<file path="config.mk">
export PLATFORM = sky130hd
export DESIGN_NAME = alu_flags_top
export DESIGN_NICKNAME = d
export VERILOG_FILES = /design/src/logic/alu_pkg.sv /design/src/logic/alu_flags_top.sv /design/src/logic/alu_core.sv /design/src/logic/addr_pair.sv
export SDC_FILE = /design/constraint.sdc
export NUM_CORES = 1
export LEC_CHECK = 0
export BUFFER_PORTS_ARGS = -buffer_cell sky130_fd_sc_hd__buf_2
export CAP_MARGIN = 5
export CORE_ASPECT_RATIO = 1.75
export CORE_MARGIN = 2
export CORE_UTILIZATION = 55
export DETAILED_ROUTE_END_ITERATION = 6
export GPL_ROUTABILITY_DRIVEN = 0
export GPL_TIMING_DRIVEN = 0
export PLACE_DENSITY = 0.85
export SYNTH_ARGS = -nofsm -noshare
export SYNTH_HDL_FRONTEND = slang
export SYNTH_SLANG_ARGS = --single-unit
</file>
<file path="constraint.sdc">
create_clock -name CORE_CLK -period 4.5 [get_ports CORE_CLK]
set_input_delay 1.35 -clock CORE_CLK [delete_from_list [all_inputs] [get_ports CORE_CLK]]
set_output_delay 1.35 -clock CORE_CLK [all_outputs]
set_load 0.01 [all_outputs]
</file>
<file path="src/logic/alu_pkg.sv">
// shared constants and types of the alu and condition-flag block
package alu_pkg;

  localparam int unsigned DATA_W  = 8;
  localparam int unsigned ADDR_W  = 13;
  localparam int unsigned REG_A_W = 8;
  localparam int unsigned WREG_W  = 4;

  // flag bit positions
  localparam int unsigned FLG_V = 4;
  localparam int unsigned FLG_S = 5;
  localparam int unsigned FLG_Z = 6;
  localparam int unsigned FLG_C = 7;
  localparam logic [7:0]  FLAGS_RESET  = 8'h00;
  localparam logic [7:0]  LOW_NIB_MASK = 8'h0F;

  // register port map
  localparam logic [7:0] A_FLAGS   = 8'h00;
  localparam logic [7:0] A_OPER_A  = 8'h01;
  localparam logic [7:0] A_OPER_B  = 8'h02;
  localparam logic [7:0] A_RESULT  = 8'h03;
  localparam logic [7:0] A_WORKSEL = 8'h04;
  localparam logic [7:0] A_PTR_HI  = 8'h05;
  localparam logic [7:0] A_PTR_LO  = 8'h06;
  localparam logic [7:0] A_STATUS  = 8'h07;
  localparam logic [7:0] WORK_BASE = 8'hC0;

  localparam int unsigned N_INSTR = 41;

  typedef enum logic [2:0] {
    AM_REG   = 3'h0,
    AM_IND   = 3'h1,
    AM_INDEX = 3'h2,
    AM_DIRECT= 3'h3,
    AM_REL   = 3'h4,
    AM_IMM   = 3'h5
  } addr_mode_e;

  typedef enum logic [5:0] {
    OP_NOP = 6'h00, OP_ADD = 6'h01, OP_ADC = 6'h02, OP_SUB = 6'h03,
    OP_SBC = 6'h04, OP_CP  = 6'h05, OP_INC = 6'h06, OP_DEC = 6'h07,
    OP_AND = 6'h08, OP_OR  = 6'h09, OP_XOR = 6'h0A, OP_COM = 6'h0B,
    OP_MASK_TEST = 6'h0C, OP_INV_MASK_TEST = 6'h0D,
    OP_RL = 6'h0E, OP_RR = 6'h0F, OP_ROTATE_LEFT_CARRY = 6'h10,
    OP_ROTATE_RIGHT_CARRY = 6'h11, OP_ARITH_SHIFT_RIGHT = 6'h12,
    OP_SET_CARRY = 6'h13, OP_CLEAR_CARRY = 6'h14, OP_INVERT_CARRY = 6'h15,
    OP_LD = 6'h16, OP_CLR = 6'h17,
    OP_PROG_LOAD_INC = 6'h18, OP_PROG_LOAD_DEC = 6'h19,
    OP_EXT_LOAD_INC = 6'h1A, OP_EXT_LOAD_DEC = 6'h1B
  } alu_op_e;

  typedef enum logic [1:0] {
    ST_IDLE = 2'b00,
    ST_EXEC = 2'b01,
    ST_MEM  = 2'b11
  } seq_e;

  typedef struct packed {
    logic [DATA_W-1:0] res;
    logic              c;
    logic              v;
    logic              wr;
    logic              flg;
    logic              logic_op;
  } alu_out_s;

  typedef struct packed {
    logic              req;
    logic              prog;
    logic [ADDR_W-1:0] addr;
  } mem_req_s;

endpackage

</file>
<file path="src/logic/alu_flags_top.sv">
// datapath top: operand decode, alu, condition flags and register port
`timescale 1ns/10ps
module alu_flags_top (
  // clock and reset
  input  wire logic             CORE_CLK,
  input  wire logic             RST,
  // instruction issue
  input  wire logic             OP_VALID,
  input  wire alu_pkg::alu_op_e OP_CODE,
  input  wire alu_pkg::addr_mode_e OP_MODE,
  input  wire logic [7:0]       OP_DST,
  input  wire logic [7:0]       OP_SRC,
  input  wire logic             OP_DST_WORK,
  output logic                  OP_READY,
  // memory load side
  output alu_pkg::mem_req_s     MEM_REQ,
  input  wire logic             MEM_ACK,
  input  wire logic [7:0]       MEM_RDATA,
  // condition outputs
  output logic [3:0]            COND,
  // register port
  input  wire logic [7:0]       REG_ADDR,
  input  wire logic [7:0]       REG_WDATA,
  input  wire logic             REG_WR,
  input  wire logic             REG_RD,
  output logic [7:0]            REG_RDATA
);

  localparam int unsigned W = alu_pkg::DATA_W;

  typedef struct packed {
    alu_pkg::seq_e      seq;
    logic [W-1:0]       flags;
    logic [W-1:0]       opa;
    logic [W-1:0]       opb;
    logic [W-1:0]       result;
    logic [W-1:0]       worksel;
    logic [W-1:0]       rdata;
    logic [W-1:0]       dst_addr;
    logic               collide;
    logic [5:0]         op_count;
    alu_pkg::mem_req_s  mem;
  } st_s;

  st_s st_q;
  st_s st_d;

  alu_pkg::alu_out_s  ao;
  alu_pkg::alu_op_e   cur_op;
  logic [W-1:0]       eff_dst;
  logic [W-1:0]       b_val;
  logic [W-1:0]       new_flags;
  logic [alu_pkg::ADDR_W-1:0] ptr;
  logic               ptr_step;
  logic               ptr_down;
  logic               is_mem_op;

  // ------------------------------------------------------------------
  // operand decode
  // ------------------------------------------------------------------
  function automatic logic [W-1:0] work_addr(input logic [W-1:0] base,
                                             input logic [3:0] n);
    work_addr = base | {4'h0, n};
  endfunction

  function automatic logic mem_op(input alu_pkg::alu_op_e o);
    mem_op = (o == alu_pkg::OP_PROG_LOAD_INC) || (o == alu_pkg::OP_PROG_LOAD_DEC)
          || (o == alu_pkg::OP_EXT_LOAD_INC) || (o == alu_pkg::OP_EXT_LOAD_DEC);
  endfunction

  always_comb
  begin
    // 4-bit working number maps onto the 8-bit register space
    eff_dst = OP_DST_WORK ? work_addr(st_q.worksel, OP_DST[3:0])
                          : OP_DST;
    case (OP_MODE)
      alu_pkg::AM_IMM:    b_val = OP_SRC;
      alu_pkg::AM_REG:    b_val = st_q.opb;
      alu_pkg::AM_IND:    b_val = st_q.opb;
      alu_pkg::AM_INDEX:  b_val = st_q.opb + OP_SRC;
      alu_pkg::AM_DIRECT: b_val = st_q.opb;
      alu_pkg::AM_REL:    b_val = OP_SRC;
      default:            b_val = st_q.opb;
    endcase
  end

  assign cur_op    = OP_CODE;
  assign is_mem_op = mem_op(cur_op);

  alu_core #(
    .W (W)
  ) u_core (
    .op   (cur_op),
    .a    (st_q.opa),
    .b    (b_val),
    .c_in (st_q.flags[alu_pkg::FLG_C]),
    .o    (ao)
  );

  // ------------------------------------------------------------------
  // flag generation
  // ------------------------------------------------------------------
  always_comb
  begin
    new_flags = st_q.flags;
    if (ao.flg)
    begin
      new_flags[alu_pkg::FLG_V] = ao.logic_op ? 1'b0 : ao.v;
      new_flags[alu_pkg::FLG_S] = ao.res[W-1];
      new_flags[alu_pkg::FLG_Z] = (ao.res == '0);
      if (!ao.logic_op)
        new_flags[alu_pkg::FLG_C] = ao.c;
    end
    case (cur_op)
      alu_pkg::OP_SET_CARRY:    new_flags[alu_pkg::FLG_C] = 1'b1;
      alu_pkg::OP_CLEAR_CARRY:  new_flags[alu_pkg::FLG_C] = 1'b0;
      alu_pkg::OP_INVERT_CARRY: new_flags[alu_pkg::FLG_C] = !st_q.flags[alu_pkg::FLG_C];
      default:                  new_flags = new_flags;
    endcase
  end

  // ------------------------------------------------------------------
  // sequencer and registers
  // ------------------------------------------------------------------
  always_comb
  begin
    st_d       = st_q;
    st_d.rdata = st_q.rdata;
    ptr_step   = 1'b0;
    ptr_down   = 1'b0;
    case (st_q.seq)
      alu_pkg::ST_IDLE:
      begin
        if (OP_VALID)
        begin
          st_d.dst_addr = eff_dst;
          st_d.op_count = (st_q.op_count == 6'(alu_pkg::N_INSTR - 1)) ? '0
                        : st_q.op_count + 6'h01;
          if (is_mem_op)
          begin
            st_d.mem.req  = 1'b1;
            st_d.mem.prog = (cur_op == alu_pkg::OP_PROG_LOAD_INC)
                         || (cur_op == alu_pkg::OP_PROG_LOAD_DEC);
            st_d.mem.addr = ptr;
            st_d.seq      = alu_pkg::ST_MEM;
          end
          else
          begin
            if (ao.wr)
              st_d.result = ao.res;
            st_d.flags = new_flags;
            // destination write lands on the flags register
            if (ao.wr && (eff_dst == alu_pkg::A_FLAGS))
            begin
              // undefined merge: last writer is the flag update
              st_d.collide = ao.flg;
              if (!ao.flg)
                st_d.flags = ao.res;
            end
            st_d.seq = alu_pkg::ST_EXEC;
          end
        end
      end
      alu_pkg::ST_EXEC:
      begin
        st_d.seq = alu_pkg::ST_IDLE;
      end
      alu_pkg::ST_MEM:
      begin
        if (MEM_ACK)
        begin
          st_d.result  = MEM_RDATA;
          st_d.mem.req = 1'b0;
          ptr_step     = 1'b1;
          ptr_down     = (cur_op == alu_pkg::OP_PROG_LOAD_DEC)
                      || (cur_op == alu_pkg::OP_EXT_LOAD_DEC);
          st_d.seq     = alu_pkg::ST_IDLE;
        end
      end
      default:
      begin
        st_d.seq = alu_pkg::ST_IDLE;
      end
    endcase
    // software register writes
    if (REG_WR)
    begin
      case (REG_ADDR)
        alu_pkg::A_FLAGS:   st_d.flags   = REG_WDATA;
        alu_pkg::A_OPER_A:  st_d.opa     = REG_WDATA;
        alu_pkg::A_OPER_B:  st_d.opb     = REG_WDATA;
        alu_pkg::A_WORKSEL: st_d.worksel = REG_WDATA;
        default:            st_d.opa     = st_d.opa;
      endcase
    end
    if (REG_RD)
    begin
      case (REG_ADDR)
        alu_pkg::A_FLAGS:   st_d.rdata = st_q.flags;
        alu_pkg::A_OPER_A:  st_d.rdata = st_q.opa;
        alu_pkg::A_OPER_B:  st_d.rdata = st_q.opb;
        alu_pkg::A_RESULT:  st_d.rdata = st_q.result;
        alu_pkg::A_WORKSEL: st_d.rdata = st_q.worksel;
        alu_pkg::A_PTR_HI:  st_d.rdata = {3'h0, ptr[alu_pkg::ADDR_W-1:8]};
        alu_pkg::A_PTR_LO:  st_d.rdata = ptr[7:0];
        alu_pkg::A_STATUS:  st_d.rdata = {5'h00, st_q.collide, st_q.seq};
        default:            st_d.rdata = 8'h00;
      endcase
    end
  end

  always_ff @(posedge CORE_CLK or posedge RST)
  begin
    if (RST)
    begin
      st_q         <= '0;
      st_q.seq     <= alu_pkg::ST_IDLE;
      st_q.flags   <= alu_pkg::FLAGS_RESET;
      st_q.worksel <= alu_pkg::WORK_BASE;
    end
    else
      st_q <= st_d;
  end

  addr_pair #(
    .AW (alu_pkg::ADDR_W)
  ) u_ptr (
    .CORE_CLK (CORE_CLK),
    .RST      (RST),
    .load_hi  (REG_WR && (REG_ADDR == alu_pkg::A_PTR_HI)),
    .load_lo  (REG_WR && (REG_ADDR == alu_pkg::A_PTR_LO)),
    .wdata    (REG_WDATA),
    .step     (ptr_step),
    .down     (ptr_down),
    .ptr      (ptr)
  );

  assign OP_READY  = (st_q.seq == alu_pkg::ST_IDLE);
  assign MEM_REQ   = st_q.mem;
  assign COND      = st_q.flags[alu_pkg::FLG_C:alu_pkg::FLG_V];
  assign REG_RDATA = st_q.rdata;

  // reference sums of the issued operands
  logic [W:0] sadd;
  logic [W:0] usum;
  logic       add_v;
  assign sadd  = {st_q.opa[W-1], st_q.opa} + {b_val[W-1], b_val};
  assign usum  = {1'b0, st_q.opa} + {1'b0, b_val};
  assign add_v = (sadd[W] != sadd[W-1]);
endmodule

</file>
<file path="src/logic/alu_core.sv">
// combinational arithmetic, logic and rotate unit
`timescale 1ns/10ps
module alu_core #(
  parameter int unsigned W = alu_pkg::DATA_W
) (
  // operation
  input  wire alu_pkg::alu_op_e op,
  input  wire logic [W-1:0]     a,
  input  wire logic [W-1:0]     b,
  input  wire logic             c_in,
  // result
  output alu_pkg::alu_out_s     o
);

  function automatic logic [W:0] addc(input logic [W-1:0] x, input logic [W-1:0] y,
                                      input logic ci);
    addc = {1'b0, x} + {1'b0, y} + {{W{1'b0}}, ci};
  endfunction

  function automatic logic ovf(input logic xa, input logic yb, input logic r);
    ovf = (xa == yb) && (r != xa);
  endfunction

  logic [W:0] sum;

  always_comb
  begin
    o          = '0;
    o.res      = a;
    o.c        = c_in;
    sum        = '0;
    case (op)
      alu_pkg::OP_ADD, alu_pkg::OP_ADC, alu_pkg::OP_INC:
      begin
        // carry out of bit 7 (INC keeps the carry), signed range check
        sum   = (op == alu_pkg::OP_INC) ? addc(a, {{(W-1){1'b0}}, 1'b1}, 1'b0)
              : addc(a, b, (op == alu_pkg::OP_ADC) && c_in);
        o.res = sum[W-1:0];
        o.c   = (op == alu_pkg::OP_INC) ? c_in : sum[W];
        o.v   = ovf(a[W-1], (op == alu_pkg::OP_INC) ? 1'b0 : b[W-1], sum[W-1]);
        o.wr  = 1'b1;
        o.flg = 1'b1;
      end
      alu_pkg::OP_SUB, alu_pkg::OP_SBC, alu_pkg::OP_CP, alu_pkg::OP_DEC:
      begin
        // borrow out of bit 7 is the inverted adder carry; DEC keeps the carry
        sum   = (op == alu_pkg::OP_DEC) ? addc(a, {W{1'b1}}, 1'b0)
              : addc(a, ~b, !((op == alu_pkg::OP_SBC) && c_in));
        o.res = sum[W-1:0];
        o.c   = (op == alu_pkg::OP_DEC) ? c_in : !sum[W];
        o.v   = ovf(a[W-1], (op == alu_pkg::OP_DEC) ? 1'b1 : ~b[W-1], sum[W-1]);
        o.wr  = (op != alu_pkg::OP_CP);
        o.flg = 1'b1;
      end
      alu_pkg::OP_AND, alu_pkg::OP_OR, alu_pkg::OP_XOR, alu_pkg::OP_COM:
      begin
        case (op)
          alu_pkg::OP_AND: o.res = a & b;
          alu_pkg::OP_OR:  o.res = a | b;
          alu_pkg::OP_XOR: o.res = a ^ b;
          default:         o.res = ~a;
        endcase
        o.wr       = 1'b1;
        o.flg      = 1'b1;
        o.logic_op = 1'b1;
      end
      alu_pkg::OP_MASK_TEST, alu_pkg::OP_INV_MASK_TEST:
      begin
        o.res      = ((op == alu_pkg::OP_INV_MASK_TEST) ? ~a : a) & b;
        o.flg      = 1'b1;
        o.logic_op = 1'b1;
      end
      alu_pkg::OP_RL:
      begin
        o.res = {a[W-2:0], a[W-1]};
        o.c   = a[W-1];
        o.v   = a[W-1] ^ a[W-2];
        o.wr  = 1'b1;
        o.flg = 1'b1;
      end
      alu_pkg::OP_ROTATE_LEFT_CARRY:
      begin
        o.res = {a[W-2:0], c_in};
        o.c   = a[W-1];
        o.v   = a[W-1] ^ a[W-2];
        o.wr  = 1'b1;
        o.flg = 1'b1;
      end
      alu_pkg::OP_RR:
      begin
        o.res = {a[0], a[W-1:1]};
        o.c   = a[0];
        o.v   = a[0] ^ a[W-1];
        o.wr  = 1'b1;
        o.flg = 1'b1;
      end
      alu_pkg::OP_ROTATE_RIGHT_CARRY:
      begin
        o.res = {c_in, a[W-1:1]};
        o.c   = a[0];
        o.v   = c_in ^ a[W-1];
        o.wr  = 1'b1;
        o.flg = 1'b1;
      end
      alu_pkg::OP_ARITH_SHIFT_RIGHT:
      begin
        o.res = {a[W-1], a[W-1:1]};
        o.c   = a[0];
        o.wr  = 1'b1;
        o.flg = 1'b1;
      end
      alu_pkg::OP_LD:
      begin
        o.res = b;
        o.wr  = 1'b1;
      end
      alu_pkg::OP_CLR:
      begin
        o.res = '0;
        o.wr  = 1'b1;
      end
      default:
      begin
        o.res = a;
      end
    endcase
  end

endmodule

</file>
<file path="src/logic/addr_pair.sv">
// 13-bit register-pair address with post increment or decrement
`timescale 1ns/10ps
module addr_pair #(
  parameter int unsigned AW = alu_pkg::ADDR_W
) (
  // clock and reset
  input  wire logic          CORE_CLK,
  input  wire logic          RST,
  // control
  input  wire logic          load_hi,
  input  wire logic          load_lo,
  input  wire logic [7:0]    wdata,
  input  wire logic          step,
  input  wire logic          down,
  // pointer
  output logic      [AW-1:0] ptr
);

  typedef struct packed {
    logic [AW-1:0] ptr;
  } st_s;

  st_s st_q;
  st_s st_d;

  always_comb
  begin
    st_d = st_q;
    if (load_hi)
      st_d.ptr[AW-1:8] = wdata[AW-9:0];
    if (load_lo)
      st_d.ptr[7:0] = wdata;
    // address change comes after the transfer that used it
    if (step)
      st_d.ptr = down ? st_q.ptr - AW'(1) : st_q.ptr + AW'(1);
  end

  always_ff @(posedge CORE_CLK or posedge RST)
  begin
    if (RST)
      st_q <= '0;
    else
      st_q <= st_d;
  end

  assign ptr = st_q.ptr;

endmodule

</file>
### Word-level counts from Yosys, hierarchy flattened

Cells that the tools add are included.

| cells by class | value |
|---|---|
| bitwise logic cells | 12 |
| $add $sub $neg | 9 |
| reductions and logical operators | 39 |
| mux-type cells | 50 |
| eq/ne operators | 48 |

Operators by type and width:

| cell | count |
|---|---|
| 8-bit 2-to-1 mux | 14 |
| 8-bit one-hot mux with 11 select lines | 1 |
| 6-bit by 5-bit equality test with 1-bit output, second input constant | 12 |
| 8-bit one-hot mux with 8 select lines | 1 |
| 6-bit by 4-bit equality test with 1-bit output, second input constant | 8 |
| 8-bit by 3-bit equality test with 1-bit output, second input constant | 4 |
| 8-bit one-hot mux with 2 select lines | 2 |
| 15-bit 2-to-1 mux | 2 |
| 13-bit 2-to-1 mux | 2 |
| 6-bit by 3-bit equality test with 1-bit output, second input constant | 4 |
| 8-bit logical NOT | 3 |
| 24-bit 2-to-1 mux | 1 |
| 8-bit one-hot mux with 3 select lines | 1 |
| 8-bit by 8-bit adder with 9-bit output | 2 |
| 9-bit by 1-bit adder with 9-bit output | 2 |
| 9-bit 2-to-1 mux | 2 |
| 18-bit OR reduction | 1 |
| 8-bit bitwise AND | 2 |
| 8-bit by 2-bit equality test with 1-bit output, second input constant | 2 |
| 8-bit inverter | 2 |
| 14-bit OR reduction | 1 |
| 13-bit by 1-bit adder with 13-bit output, second input constant | 1 |
| 1-bit 2-to-1 mux | 13 |
| 13-bit by 1-bit subtractor with 13-bit output, second input constant | 1 |
| other kinds (41) | 74 |

| storage, ports and cells | value |
|---|---|
| logic and storage cells | 171 |
| flip-flop bits (word level) | 79 |
| output and inout bits | 28 |

### Depth between registers and ports, before layout

Gate-level depths: netlist of the first run.

| logic depth | value |
|---|---|
| depth after elaboration | 20 |
| gate-level depth with buffers | 17 |

### Cells and area by module

From an unflattened synthesis of the first run, not the netlist that was laid out.

| unflattened totals | value |
|---|---|
| cells, all modules | 855 |
| area, all modules | 7586.0 µm² |

By module, submodules not included:

| module | instances | area each (µm²) | cells each |
|---|---|---|---|
| alu_flags_top | 1 | 4040.1 | 375 |
| alu_core | 1 | 2393.5 | 347 |
| addr_pair | 1 | 1152.4 | 133 |

### Worst setup path after synthesis of the first run

No wires, ideal clock.

| timing path | value |
|---|---|
| path kind | input to register |
| start | input OP_SRC[0] |
| end | register st_q (netlist bit COND[2]) |
| library setup time | 0.092 ns |
| path buffers | 1 |
| path slack | -0.364 ns |
| stages on the path | 16 |
| data arrival time | 4.772 ns |
| cell sequence | ha_1 > fa_1 > a211oi_1 > o21ai_0 > o22ai_1 > inv_1 > ha_1 > clkbuf_1 > and3_1 > a211oi_1 > a21oi_1 > xor2_1 > a211oi_1 > a32oi_1 > or3_1 > o31ai_2 |

RTL lines:

| item | line | text |
|---|---|---|
| start, declared | alu_flags_top.sv:12 | `input wire logic [7:0] OP_SRC,` |
| end signal, assigned | alu_flags_top.sv:222 | `st_q <= st_d;` |
| end, declared | alu_flags_top.sv:45 | `st_s st_q;` |

==> results of run 1 <==
==> layout make-up <==
type	count	area [um2]	share of cell area [%]
inverters	36	141	1.55
clock buffers	12	246	2.70
multi-input cells	701	5410	59.3
repair buffers	111	684	7.51
clock inverters	4	22.5	0.247
well taps	174	218	2.39
plain buffers	68	418	4.58
flip-flops and latches	79	1980	21.7
==> placed cells by master (no fill, tap or decap), drive strengths merged, types with 7 or more instances in the layout <==
cell and instances:
clkbuf 31, dfrtp 77, mux2i 46, a211oi 15, buf 160, xnor2 26, nor3 21, o22ai 11
or3 10, ha 43, nand3 26, nor2b 11, and3 11, a221oi 7, nor2 70, a21o 8
xor2 7, nand4 8, mux2 39, a31oi 13, a21oi 49, inv 35, o21ai 70, nor4 9
nor3b 7, nand2b 10, nand2 79, a22oi 8
==> power breakdown <==
part / leakage (uW) / internal, uW / total, uW / switching [uW]
combinational: 0.00300 / 319 / 722 / 403
sequential: 0.00105 / 772 / 851 / 79.8
clock: 0.000132 / 386 / 672 / 286
==> critical path: cells and delay by family <==
family / cells / cell delay (ns)
AOI/OAI and AO/OA: 6 / 1.46
adders and majority gates: 3 / 1.01
and+or+nand+nor: 3 / 0.58
muxes: 2 / 0.34
buffers and inverters: 2 / 0.20
==> flip-flops by register name, summed over array words and instances, names as in the netlist <==
signal	flops
MEM_REQ	15
st_q	35
new_flags	4
REG_RDATA	8
u_ptr.ptr	13
COND	4
==> stage by stage <==
stage | power, uW | instances | worst slack, ns
6_report | 2250 | 1185 | -0.206
5_1_grt | 2310 | 1185 | -0.281
4_1_cts | 2170 | 1180 | -0.00652
3_5_place_dp | 1450 | 1139 | -1.07
3_3_place_gp | 1430 | 1138 | -0.926
2_1_floorplan | 1240 | 887 | -0.0583
==> what timing repair did <==
action,in CTS,in global routing
setup endpoints to repair,18,11
pin swaps,27,14
gates resized for setup,52,25
setup buffers,29,5
==> how the worst max path moves through the flow <==
stage,from,endpoint
6_report,OP_SRC[0],COND[2]
5_1_grt,OP_SRC[0],COND[2]
4_1_cts,OP_SRC[0],COND[2]
3_5_place_dp,OP_CODE[0],u_ptr.ptr[12]
3_3_place_gp,OP_CODE[0],u_ptr.ptr[12]
2_1_floorplan,OP_SRC[0],COND[2]
==> kinds of logic after synthesis <==
group,count (synthesis),share of synthesized area [%]
adder cells (fa/ha/maj),49,8.76
multiplexers,87,12.6
flip-flops,79,26.4
AND/OR/NAND/NOR,291,19.4
buffers and inverters,107,7.28
XOR/XNOR,33,3.85
AO/OA/AOI/OAI,241,21.7
==> routing by layer <==
| metal | global-route usage [%] | part of all wire, % | wire (um) | vias up |
|---|---|---|---|---|
| met4 | 27.9 | 9.1 | 2460 | 0 |
| li1 | - | - | - | 3473 |
| met5 | 0 | 0 | 0 | - |
| met2 | 63.9 | 50 | 13400 | 599 |
| met1 | 37.8 | 33 | 8830 | 3757 |
| met3 | 6.53 | 8.7 | 2360 | 222 |
==> flow_summary_export.csv, run 1 <==
group,metric,value,unit
outcome,status,"finished, violations left",
outcome,violations,"DRC, setup timing",
sta,slew_viol_final,0,
routing,antenna_left,0,
setup_path,worstReg2RegEnd,"COND[2]",
pwr,ir_worst_vdd,0.000267,V
floorplanning,rows,56,
setup_path,path_cells,"buf_6 -> ha_4 -> fa_2 -> mux2i_2 -> mux2i_4 -> inv_2 -> ha_4 -> nor2_2 -> o311a_1 -> nor2_2 -> o21ai_1 -> a221o_1 -> a221oi_4 -> a21oi_2 -> or3_1 -> o31ai_2",
sta,finalSetupViolations,6,
hold_path,hold_class,"reg2reg",
cts,htreeDepth,3,
routing,drc,1,
grt,gr-total-overflow,0,
floorplanning,io-pin-count,84,
synthesis,yosysTopAreaCellShare,25.7,%
sta,timing.fmax,213,MHz
grt,grt_pass1_wl,41000,um
synthesis,netlist_instances,887,
finish,fin_area,9120,um2
synthesis,synth_area_leaders,"dfrtp_1, ha_1, mux2i_1, mux2_2, o21ai_0",
placement,place_area,8230,um2
setup_path,slowest_stage,"fa_2",
placement,hpwl,18800,um
finish,final_nets,1111,
setup_path,critPathMaxFanout,3,
synthesis,synth_common_cells,"nand2_1, dfrtp_1, nor2_1, o21ai_0, a21oi_1",
synthesis,synth_edf_count,0,
finish,post-route-util,68.1,%
sta,fin_skew,0.00607,ns
grt,grt_pass1_vias,7831,
cts,clockBufferDepth,2,
hold_path,min_path_cells,2,
setup_path,worstPathArrival,4.96,ns
finish,fill_cells,1000,
floorplanning,start_util,56.1,%
synthesis,synth_area,7510,um2
hold_path,min_to,"MEM_REQ[14]",
job,drv_cap,0,
setup_path,r2r_slack,0.28,ns
grt,antenna_found_initial,0,
setup_path,critPathMaxStageDelay,0.56,ns
setup_path,critPathLaunchType,"input port",
floorplanning,die_area,14600,um2
setup_path,required,4.76,ns
floorplanning,die_h,159,um
synthesis,synth-seq-area-share,26.4,%
hold_path,worstHoldStart,"MEM_REQ[14]",
cts,clkSinkCount,79,
routing,via_count,8051,
routing,drtPass1Iterations,7,
synthesis,syn_nets,992,
cts,hold_buffers,0,
setup_path,crit_path_end_kind,"register",
cts,cts_tree,"done",
sta,totalNegativeSetupSlack,-0.669,ns
grt,grt_max_degree,75,
routing,first_iter_violations,835,
finish,area_delta_synth_final,21.4,%
setup_path,reg2regPathDepth,15,
cts,root_buffer,"clkbuf_16",
routing,avgRoutedWirePerCell,22.9,um
grt,grt_usage,36.2,%
sta,worst_pin_slew,0.997,ns
pwr,power_density,246,nW/um2
setup_path,critPathKind,"in2reg",
finish,drive_above_1_share,29.4,%
cts,clk_latency,0.34,ns
sta,hold_viol,0,
floorplanning,core,13400,um2
sta,setup_ws,-0.206,ns
finish,num_antenna_cells,0,
synthesis,synth.avg_cell_area,8.47,um2
routing,via_per_inst,6.79,
setup_path,r2r_start,"st_q[54]",
synthesis,yosysMostFrequentCell,"nand2_1",
cts,clkTransAtPathRegs,0.06,ns
pwr,leakage,0.00419,uW
synthesis,async_reset_ff_share,100,%
sta,rsz0062_at_grt,"true",
synthesis,synth-main-ff-cell,"dfrtp_1",
synthesis,yosysTopAreaCell,"dfrtp_1",
floorplanning,fp.dieW,92.3,um
cts,cts_inserted_buffers,9,
synthesis,ys_warn_count,0,
sta,maxSlewHeadroom,33.0,%
synthesis,yosys_register_bits,79,
sta,fin_crit_sh,105,%
sta,whs,0.490,ns
routing,wl,27100,um
synthesis,ys_types,83,
sta,period_needed,4.71,ns
placement,io_buffers,77,
(Power assumes the default switching activity.)
==> run 2, diff against run 1 <==
Settings changed: CORE_ASPECT_RATIO 1.75 to 2, CTS_BUF_LIST set to sky130_fd_sc_hd__clkbuf_8, PLACE_DENSITY 0.85 to 0.88.
Clock period 4.5 ns to 4.3 ns, I/O delays scaled along.
==> flow_summary_export.csv, run 2 (synthesis gave the netlist of run 1 again) <==
group,metric,value,unit
pwr,ir_worst_vdd,0.000214,V
placement,hpwl,19600,um
setup_path,required,4.59,ns
cts,clkSinkCount,79,
floorplanning,die_h,169,um
routing,wl,28500,um
outcome,status,"finished, violations left",
pwr,power_density,244,nW/um2
cts,root_buffer,"clkbuf_8",
sta,finalSetupViolations,10,
sta,setup_ws,-0.372,ns
grt,grt_pass1_wl,41700,um
sta,totalNegativeSetupSlack,-2.35,ns
routing,first_iter_violations,1246,
grt,gr-total-overflow,0,
cts,cts_tree,"done",
sta,fin_crit_sh,109,%
placement,place_area,8210,um2
cts,htreeDepth,3,
sta,hold_viol,0,
sta,timing.fmax,214,MHz
finish,multi_input_area,5500,um2
sta,rsz0062_at_grt,"true",
routing,antenna_left,0,
floorplanning,fp.dieW,86.6,um
finish,final_nets,1106,
finish,area_delta_synth_final,21.1,%
routing,drc,55,
sta,fin_skew,0.0136,ns
floorplanning,rows,60,
cts,hold_buffers,0,
grt,antenna_found_initial,0,
sta,period_needed,4.67,ns
finish,fin_area,9090,um2
floorplanning,core,13400,um2
setup_path,critPathMaxFanout,4,
placement,io_buffers,77,
finish,area.sequential,1980,um2
finish,final_common_cell,"buf_2",
cts,clk_latency,0.37,ns
floorplanning,die_area,14700,um2
job,drv_cap,0,
finish,regMostFlops,"st_q",
routing,via_count,8358,
pwr,total_power,2220,uW
finish,fill_cells,985,
grt,grt_usage,37.2,%
cts,cts_inserted_buffers,9,
routing,via_per_inst,7.20,
grt,grt_max_degree,75,
setup_path,r2r_slack,0,ns
finish,drive_above_1_share,30.6,%
sta,worst_pin_slew,0.811,ns
finish,largest_reg_flops,35,
outcome,violations,"DRC, setup timing",
sta,whs,0.491,ns
routing,drtPass1Iterations,7,
setup_path,critPathKind,"in2reg",
floorplanning,io-pin-count,84,
pwr,leakage,0.00416,uW
hold_path,hold_class,"reg2reg",
setup_path,critPathLaunchType,"input port",
cts,clockBufferDepth,2,
finish,num_antenna_cells,0,
floorplanning,start_util,56.2,%
cts,clkTransAtPathRegs,0.08,ns
finish,final_cell_mix,"buf_2, nand2_1, dfrtp_1",
routing,avgRoutedWirePerCell,24.6,um
grt,grt_pass1_vias,7977,
setup_path,worstPathArrival,4.96,ns
sta,maxSlewHeadroom,45.5,%
setup_path,crit_path_end_kind,"register",
sta,slew_viol_final,0,
## run 2: cell types whose count changed in the layout (fill, tap and decap cells not counted), sizes merged
cell and delta:
buf -6, bufinv +1, clkbuf -2, clkinv -2, inv +4
## run 2: worst paths after layout
kind                              from  depth (start not counted)          end
min in group asynchronous          RST                          2  MEM_REQ[12]
setup reg to reg              st_q[54]                         18      COND[2]
hold reg to reg            MEM_REQ[14]                          2  MEM_REQ[14]
max in group asynchronous          RST                          3     st_q[44]
hold / removal             MEM_REQ[14]                          2  MEM_REQ[14]
setup / recovery             OP_SRC[3]                         18      COND[2]
## run 2: layout make-up
cell class,instances,area share [%]
Clock buffer,9,1.36
Buffer,68,4.82
Timing Repair Buffer,106,7.12
Clock inverter,7,0.729
Inverter,36,1.54
Tap cell,155,2.13
Multi-Input combinational cell,701,60.5
Sequential cell,79,21.8
## run 2: critical path: stages
cell and delay [ns]:
buf_2 0.12, ha_1 0.37, o21ai_1 0.16, nor2_2 0.11
or4b_4 0.48, and3_4 0.17, o22ai_4 0.12, inv_2 0.10
ha_4 0.24, buf_6 0.12, mux2i_2 0.19, nand2_1 0.12
a31oi_2 0.24, nand3_2 0.15, a221oi_4 0.38, a21oi_2 0.08
or3_4 0.34, o31ai_2 0.17
## run 2: timing repair
item | in CTS | in global routing
cloned | 0 | 0
pin swaps | 19 | 21
gates resized for setup | 53 | 54
endpoints found under the setup margin | 16 | 12
setup buffers | 17 | 12
## run 2: power by group
| part | switching, uW | total (uW) | internal [uW] |
|---|---|---|---|
| clock | 285 | 549 | 265 |
| sequential | 84.6 | 890 | 806 |
| combinational | 439 | 778 | 339 |
| total | 808 | 2220 | 1410 |
## run 2: per-layer routing
layer	track usage [%]	share of wire, %
met4	31.5	11
met1	38.2	30
met2	62.7	48
met5	0	0
met3	7.68	10
## run 2: metrics by stage
stage	utilization, %	setup WS (ns)	instances
2_1_floorplan	-	-0.198	887
3_3_place_gp	61.2	-0.964	1119
3_5_place_dp	61.5	-1.05	1121
4_1_cts	65.7	-0.116	1152
5_1_grt	68.0	-0.467	1161
6_report	68.0	-0.372	1161
